[src/cable_detect_pkg.sv]
package cable_detect_pkg;
  // ------------------------------------------------------------
  // timing
  // ------------------------------------------------------------
  localparam int CLK_MHZ        = 40;
  localparam int HOLD_LOW_US    = 30;  // least discharge time
  localparam int SAMPLE_MIN_US  = 2;   // earliest sample after release
  localparam int SAMPLE_MAX_US  = 13;  // latest sample after release
  localparam int HOLD_LOW_CYC   = HOLD_LOW_US * CLK_MHZ;
  localparam int SAMPLE_MIN_CYC = SAMPLE_MIN_US * CLK_MHZ;
  localparam int SAMPLE_MAX_CYC = SAMPLE_MAX_US * CLK_MHZ;
  // sample in the middle of the window for margin on both sides
  localparam int SAMPLE_AT_CYC  = (SAMPLE_MIN_CYC + SAMPLE_MAX_CYC) / 2;
  // ------------------------------------------------------------
  // identify data field
  // ------------------------------------------------------------
  localparam int     ID_WORD_CABLE = 93;
  localparam int     ID_BIT_CABLE  = 13;
  localparam logic   CABLE_RST     = 1'b0;  // 40-conductor until tested

  typedef enum logic [1:0] {IDLE, DISCHARGE, SETTLE, DONE} det_state_t;
endpackage : cable_detect_pkg

[src/pin_sync.sv]
`timescale 1ns/1ps
`default_nettype none
module pin_sync (
  // clock and reset
  input  wire logic mclk,
  input  wire logic rst_n,
  // raw pin and settled level
  input  wire logic pinIn,
  output logic      level
);
  logic s1_q, s2_q, s3_q;

  // three stages; the first is read by the second only
  always_ff @(posedge mclk or negedge rst_n) begin
    if (!rst_n) begin
      s1_q <= 1'b1;
      s2_q <= 1'b1;
      s3_q <= 1'b1;
    end else begin
      s1_q <= pinIn;
      s2_q <= s1_q;
      s3_q <= s2_q;
    end
  end

  // level changes only once the two later stages agree
  always_ff @(posedge mclk or negedge rst_n) begin
    if (!rst_n) begin
      level <= 1'b1;
    end else if (s2_q == s3_q) begin
      level <= s3_q;
    end
  end
endmodule : pin_sync
`default_nettype wire

[src/cable_type_detect.sv]
// How it works
// - after identify command, drive cable detect line low to discharge
// - then release line and sample before the capacitor recharges
// - low sample means 40-conductor, high sample means 80-conductor
// - report the outcome in the identify data for that command
// - hold line low at least 30 us before identify data moves
// - sample between 2 and 13 us after releasing the line
// - result sits in bit 13 of identify word 93
`timescale 1ns/1ps
`default_nettype none
module cable_type_detect #(
  parameter int HOLD_CYC   = cable_detect_pkg::HOLD_LOW_CYC,
  parameter int SAMPLE_CYC = cable_detect_pkg::SAMPLE_AT_CYC
) (
  // clock and reset
  input  wire logic mclk,
  input  wire logic rst_n,
  // command side
  input  wire logic identifyStart,   // one-cycle pulse, command accepted
  output logic      dataReady,       // identify data may now be sent
  output logic      busy,
  // identify data field
  output logic      cable80,         // word 93 bit 13
  // diag_cable_detect_line, open drain
  input  wire logic cableLineIn,
  output logic      cableLineOut,
  output logic      cableLineOe
);
  // ------------------------------------------------------------
  // checks
  // ------------------------------------------------------------
  localparam int CW       = 16;
  localparam int SYNC_LAT = 4;  // cycles from pin to lineLevel
  // the counter must hold each span, and the sample must follow release
  if (HOLD_CYC < 1 || HOLD_CYC >= (1 << CW)) begin : g_bad_hold
    $error("HOLD_CYC out of range");
  end
  if (SAMPLE_CYC <= SYNC_LAT || SAMPLE_CYC >= (1 << CW)) begin : g_bad_samp
    $error("SAMPLE_CYC out of range");
  end

  localparam logic [CW-1:0] HOLD_LAST   = CW'(HOLD_CYC - 1);
  localparam logic [CW-1:0] SAMPLE_LAST = CW'(SAMPLE_CYC - 1);

  // ------------------------------------------------------------
  // pin input
  // ------------------------------------------------------------
  logic lineLevel;
  pin_sync u_sync (
    .mclk  (mclk),
    .rst_n (rst_n),
    .pinIn (cableLineIn),
    .level (lineLevel)
  );

  cable_detect_pkg::det_state_t state_q;
  logic [CW-1:0] cnt_q;
  logic          cntDone;

  always_comb begin
    cntDone = 1'b0;
    case (state_q)
      cable_detect_pkg::DISCHARGE: cntDone = (cnt_q == HOLD_LAST);
      cable_detect_pkg::SETTLE:    cntDone = (cnt_q == SAMPLE_LAST);
      default:                     cntDone = 1'b0;
    endcase
  end

  // ------------------------------------------------------------
  // sequence
  // ------------------------------------------------------------
  // a new identify restarts the test even mid-sequence
  always_ff @(posedge mclk or negedge rst_n) begin
    if (!rst_n) begin
      state_q <= cable_detect_pkg::IDLE;
    end else if (identifyStart) begin
      state_q <= cable_detect_pkg::DISCHARGE;
    end else begin
      case (state_q)
        cable_detect_pkg::DISCHARGE:
          if (cntDone) state_q <= cable_detect_pkg::SETTLE;
        cable_detect_pkg::SETTLE:
          if (cntDone) state_q <= cable_detect_pkg::DONE;
        cable_detect_pkg::DONE:
          state_q <= cable_detect_pkg::IDLE;
        default:
          state_q <= state_q;
      endcase
    end
  end

  // one counter serves both timed phases
  always_ff @(posedge mclk or negedge rst_n) begin
    if (!rst_n) begin
      cnt_q <= '0;
    end else if (identifyStart || cntDone) begin
      cnt_q <= '0;
    end else if (state_q == cable_detect_pkg::DISCHARGE ||
                 state_q == cable_detect_pkg::SETTLE) begin
      cnt_q <= cnt_q + CW'(1);
    end
  end

  // ------------------------------------------------------------
  // pin drive and result
  // ------------------------------------------------------------
  // the line is only ever pulled low; high comes from pull-ups
  always_ff @(posedge mclk or negedge rst_n) begin
    if (!rst_n) begin
      cableLineOe  <= 1'b0;
      cableLineOut <= 1'b0;
    end else begin
      cableLineOut <= 1'b0;
      cableLineOe  <= identifyStart ||
        (state_q == cable_detect_pkg::DISCHARGE && !cntDone);
    end
  end

  // lineLevel is SYNC_LAT cycles old, so SAMPLE_CYC must allow for it
  always_ff @(posedge mclk or negedge rst_n) begin
    if (!rst_n) begin
      cable80 <= cable_detect_pkg::CABLE_RST;
    end else if (state_q == cable_detect_pkg::SETTLE && cntDone) begin
      cable80 <= lineLevel;
    end
  end

  always_ff @(posedge mclk or negedge rst_n) begin
    if (!rst_n) begin
      dataReady <= 1'b0;
      busy      <= 1'b0;
    end else begin
      dataReady <= (state_q == cable_detect_pkg::DONE) &&
                   !identifyStart;
      busy      <= identifyStart ||
                   (state_q == cable_detect_pkg::DISCHARGE) ||
                   (state_q == cable_detect_pkg::SETTLE && !cntDone);
    end
  end

  // ------------------------------------------------------------
  // guard counters
  // ------------------------------------------------------------
  // length of the current drive-low pulse and of the current release;
  // both saturate so a long idle or a string of restarts cannot wrap
  logic [CW-1:0] lowLen_q;
  logic [CW-1:0] relLen_q;

  always_ff @(posedge mclk or negedge rst_n) begin
    if (!rst_n) begin
      lowLen_q <= '0;
    end else if (!cableLineOe) begin
      lowLen_q <= '0;
    end else if (lowLen_q != '1) begin
      lowLen_q <= lowLen_q + CW'(1);
    end
  end

  always_ff @(posedge mclk or negedge rst_n) begin
    if (!rst_n) begin
      relLen_q <= '0;
    end else if (cableLineOe) begin
      relLen_q <= '0;
    end else if (relLen_q != '1) begin
      relLen_q <= relLen_q + CW'(1);
    end
  end
endmodule : cable_type_detect
`default_nettype wire

[config.mk]
export PLATFORM = sky130hd
export DESIGN_NAME = cable_type_detect
export DESIGN_NICKNAME = d
export VERILOG_FILES = /design/src/cable_detect_pkg.sv /design/src/pin_sync.sv /design/src/cable_type_detect.sv
export SDC_FILE = /design/constraint.sdc
export NUM_CORES = 1
export LEC_CHECK = 0
export ABC_AREA = 1
export BUFFER_PORTS_ARGS = -buffer_cell sky130_fd_sc_hd__buf_4
export CAP_MARGIN = 20
export CORE_MARGIN = 2
export CORE_UTILIZATION = 50
export CTS_CLUSTER_SIZE = 12
export DETAILED_ROUTE_END_ITERATION = 7
export GPL_TIMING_DRIVEN = 0
export PLACE_DENSITY = 0.68
export SLEW_MARGIN = 20
export SYNTH_ARGS = -nofsm -noshare
export SYNTH_HDL_FRONTEND = slang
export SYNTH_SLANG_ARGS = --single-unit
[constraint.sdc]
create_clock -name mclk -period 2.1 [get_ports mclk]
set_input_delay 0.525 -clock mclk [delete_from_list [all_inputs] [get_ports mclk]]
set_output_delay 0.525 -clock mclk [all_outputs]
set_load 0.01 [all_outputs]
# Yosys cells after proc, flatten, opt, wreduce, memory -nomap -nowiden
# Cells that the tools add are included.
# W data, S select, Z words.
# word_totals
register_bits,26
elab_cells,40
output_inout_bits,5
# op_classes
mux,7
eq_ne,8
add_sub_neg,1
n_reduce_logical,14
# op_table
cell,n
$mux W16,2
$add A16 B1 Y16 const B,1
$eq A16 B11 Y1 const B,1
$eq A16 B9 Y1 const B,1
$mux W2,3
$ne A3 B3 Y1 const B,2
$pmux W2 S3,1
$logic_or A1 B1 Y1,5
$eq A2 B2 Y1 const B,2
$logic_and A1 B1 Y1,4
$reduce_bool A4 Y1,1
$reduce_and A3 Y1,1
$eq A2 B1 Y1 const B,1
$logic_not A1 Y1,2
$pmux W1 S2,1
$reduce_bool A2 Y1,1
$eq A1 B1 Y1,1

# Logic depth before layout (Yosys ltp)
# depth
depth_word,5
ltp_mapped,14

# Cells and area by module
# A second synthesis with hierarchy kept.
# unflattened
cells_unflattened,173
area_unflattened_um2,1416.4
# by_module_without_submodules
module,area_per_inst_um2,cells_per_inst,seq_area_each_um2,n_inst
cable_type_detect,1295.0,165,550.5,1
pin_sync,121.4,8,105.1,1

# Worst setup path after synthesis
# Ideal clock, no wire load.
# synth_path
path_kind,register to register
from,reg state_q[0]
to,reg cnt_q[2]
slack_ns,0.452
arrival_time_ns,1.528
stages_incl_launch_ff,13
required_time_ns,1.980
setup_time_ns,0.120
path_cell_list,dfrtp_1 inv_1 ha_1 buf_6 inv_8 nand2_4 nor2_1 nand2_1 nor2_2 nand2_2 nand2_2 inv_2 and3_1
# synth_between
elab_chain_len,4
# synth_rtl
item,line,source
"start, declared",cable_type_detect.sv:56,cable_detect_pkg::det_state_t state_q;
"start signal, assigned",cable_type_detect.sv:75,state_q <= cable_detect_pkg::IDLE;
"start signal, assigned",cable_type_detect.sv:77,state_q <= cable_detect_pkg::DISCHARGE;
"start signal, assigned",cable_type_detect.sv:81,if (cntDone) state_q <= cable_detect_pkg::SETTLE;
$eq A2 B2 Y1 / $eq A2 B1 Y1 (equally long branches),"cable_type_detect.sv:62, cable_type_detect.sv:99, cable_type_detect.sv:98",
$pmux W1 S2,cable_type_detect.sv:62,case (state_q)
$logic_or A1 B1 Y1,cable_type_detect.sv:96,end else if (identifyStart || cntDone) begin
$mux W16 / $reduce_bool A2 Y1 (equally long branches),n/a,
"end signal, assigned",cable_type_detect.sv:100,cnt_q <= cnt_q + CW'(1);
"end, declared",cable_type_detect.sv:57,logic [CW-1:0] cnt_q;
# Parallel ways exist; a longest one is shown, timed or not.
# A chain may end at the register's enable or synchronous reset.

# Final worst setup path
# layout_path
from,reg state_q[0]
to,reg cnt_q[12]
# The elaborated chain is that of the path after synthesis.

==> results.sh <==
export IMPL_max_stage_delay_ns=0.42
export IMPL_finalPower_mw=1.27
export IMPL_postSynthAreaPerCell_um2=7.82
export IMPL_synthDistinctLibCells=28
export IMPL_htreeDepth=1
export IMPL_ys_ff_latch=26
export IMPL_cts_setup_buffers=0
export IMPL_area_growth_syn_to_layout_pct=8.92
export IMPL_drt_wl_total_mm=2.88
export IMPL_period_needed_ns=1.90
export IMPL_fin_crit_sh_pct=90.4
export IMPL_drt_pass1_iter_count=4
export IMPL_wl_per_cell_um=12.8
export IMPL_die_area_mm2=0.00331
export IMPL_cts_inserted_buffers=3
export IMPL_cp_max_fo=7
export IMPL_grt_pass1_vias=1167
export IMPL_antenna_found_initial=0
export IMPL_power_density_mw_per_mm2=814
export IMPL_yosysWarnings=0
export IMPL_port_buffers=7
export IMPL_drive_above_1_share_pct=14.9
export IMPL_synthCells=183
export IMPL_fmax_mhz=527
export IMPL_p_clk_share_pct=20.1
export IMPL_p_leak_nw=0.763
export IMPL_n_antenna_cell=0
export IMPL_viasPerCell=5.26
export IMPL_pwr_share_comb_pct=32.5
export IMPL_cts_hold_buf=0
export IMPL_critPathSlowestCell="dfrtp_1"
export IMPL_grt_pass1_wl_mm=5.15
export IMPL_ctsResizeCount=0
export IMPL_crit_type="flip-flop to flip-flop"
export IMPL_crit_required_ns=2.33
export IMPL_syn_num_nets=191
export IMPL_tritoncts="built"
export IMPL_cts_root_buf="clkbuf_4"
export IMPL_std_cell_rows=19
export IMPL_fp_dieW_um=57.5
export IMPL_path_clk_slew_ns=0.14
export IMPL_synth_area_mm2=0.00143
export IMPL_yosys_area_share_simple_pct=32.5
export IMPL_rsz0062_at_grt="false"
export IMPL_place_gp_congestion=0.852
export IMPL_coreArea_mm2=0.00273
export IMPL_grt_usage_pct=19.8
export IMPL_overflow=0
export IMPL_hold_viol=0
export IMPL_remaining_drc_errors=0
export IMPL_die_height_um=57.5
export IMPL_crit_chain="inv_1 > ha_1 > buf_6 > inv_8 > nand3_2 > nor2_2 > nand2_2 > nor3_1 > nand3_1 > nand2_1 > nor2_1"
export IMPL_drv_cap=0
export IMPL_seq_area_frac_synth_pct=45.8
export IMPL_p_int_mw=0.824
export IMPL_start_util_pct=52.4
export IMPL_clock_latency_ns=0.32
export IMPL_power_switching_mw=0.445
export IMPL_synth_compound_area_share_pct=4.28
export IMPL_vias=1184
export IMPL_status="finished clean"
export IMPL_fin_tns_setup_ns=0
export IMPL_dpl_cell_area_mm2=0.00152
export IMPL_skew_ns=0.00251
export IMPL_ioPinCount=9
export IMPL_seq_power_share_pct=47.4
export IMPL_grt_max_degree=27
export IMPL_worst_setup_path_end_kind="flip-flop"
export IMPL_fin_hold_ws_ns=0.0835
export IMPL_muxShareOfSynthArea_pct=0
export IMPL_cts_buffer_depth=2
export IMPL_ant_nets=0
export IMPL_postLayoutCellArea_mm2=0.00156
export IMPL_synth_top_family_by_area="simple AND/OR/NAND/NOR gates"
export IMPL_clock_sinks=26
export IMPL_vdd_drop_max_mv=0.629
export IMPL_setup_viol=0
export IMPL_slew_violations=0
export IMPL_nets=203
export IMPL_critPathLaunchType="flip-flop"
export IMPL_drt_initial_drc_count=60
export IMPL_dp_hpwl_mm=2.21
export IMPL_arrival_ns=2.13
export IMPL_synthAdderAreaFrac_pct=4.20
export IMPL_synth_xor_area_share_pct=2.45
export IMPL_switching_share_pct=35.1
export IMPL_hold_class="primary input to async pin"
worst max-delay path: cells and delay by family (launching register included):
kind	cells	cell delay (ns)
AND/OR/NAND/NOR	7	0.79
flip-flops	1	0.42
adder cells (fa/ha/maj)	1	0.30
buffers and inverters	3	0.28
final cells by class:
type,count,area [um^2]
well taps,31,38.8
clock buffers,4,36.3
repair buffers,7,52.6
plain buffers,3,30.0
multi-input cells,124,626
flip-flops and latches,26,656
fillers,242,1170
inverters,30,120
Yosys cell counts:
master     n  share of area (%)
nand2_1   35                9.2
nor2_1    29                7.6
inv_1     28                7.3
dfrtp_1   22                 38
nand3_1   14                4.9
nor3_1    10                3.5
a21oi_1    6                2.1
dfstp_2    4                7.3
ha_1       4                3.5
nand2_2    4                1.7
nand4_1    4                1.7
o21ai_0    3                1.0
xor2_1     3                1.8
buf_6      2                1.6
nor2_2     2               0.87
and3_1     1               0.44
buf_4      1               0.52
conb_1     1               0.26
inv_2      1               0.26
inv_8      1               0.79
maj3_1     1               0.70
nand2_4    1               0.79
nand3_2    1               0.70
nand3b_1   1               0.52
nor3b_1    1               0.52
o211ai_1   1               0.52
o21ai_2    1               0.61
xnor2_1    1               0.61
routing by layer:
metal  wire (um)  vias up  global-route usage [%]
met5           0        -                       0
met1        1400      568                    27.7
li1            -      591                       -
met3         111        2                    2.49
met2        1360       23                    32.0
met4          16        0                    6.31
power groups by stage:
stage / Combinational, mW / Sequential (mW) / Clock, mW
after global routing: 0.466 / 0.612 / 0.280
after floorplan: 0.300 / 0.613 / 0
final: 0.412 / 0.602 / 0.255
after CTS: 0.416 / 0.602 / 0.269
after global placement: 0.404 / 0.606 / 0
after detailed placement: 0.415 / 0.612 / 0
path summary, 6_finish.rpt:
kind | from | end | slack (ns) | depth (start not counted)
worst max-delay path | state_q[0] | cnt_q[12] | 0.20 | 11
worst min-delay path | rst_n | cnt_q[5] | 0.08 | 1
worst max register to register | state_q[0] | cnt_q[12] | 0.20 | 11
worst min register to register | u_sync.s1_q | u_sync.s2_q | 0.37 | 0
max in group asynchronous | rst_n | u_sync.s3_q | 1.71 | 1
min in group mclk | cableLineIn | u_sync.s1_q | 0.30 | 1
kinds of logic (layout without fill, tap and decap cells):
logic type,Yosys count,count (layout)
buffers and inverters,33,44
adder cells (fa/ha/maj),5,5
AND/OR/NAND/NOR,103,103
other,1,1
flip-flops,26,26
XOR/XNOR,4,4
AO/OA/AOI/OAI,11,11
state kept, by name, summed over array words and instances, names as in the netlist:
register / count
cnt_q: 16
state_q: 2
busy: 1
cable80: 1
cableLineOe: 1
dataReady: 1
u_sync.level: 1
u_sync.s1_q: 1
u_sync.s2_q: 1
u_sync.s3_q: 1
cell usage in the layout, fill, tap and decap left out, types with 2 or more instances in the layout:
cell      count
buf_6         2
nor2_1       29
xor2_1        3
a21oi_1       6
nand3_1      14
nand4_1       4
dfstp_2       4
o21ai_0       3
dfrtp_1      22
ha_1          4
nor2_2        2
clkbuf_4      3
nand2_2       4
inv_1        28
nor3_1       10
nand2_1      35
buf_4         8
stage by stage:
| step | utilization [%] | setup WS, ns | std cells |
|---|---|---|---|
| 6_report | 57.0 | 0.202 | 225 |
| 5_1_grt | 57.0 | 0.0255 | 225 |
| 4_1_cts | 57.0 | 0.168 | 225 |
| 3_5_place_dp | 55.7 | 0.185 | 221 |
| 3_3_place_gp | 55.7 | 0.259 | 221 |
| 2_1_floorplan | - | 0.452 | 183 |
Note: power is estimated with default switching activity, not from simulation.
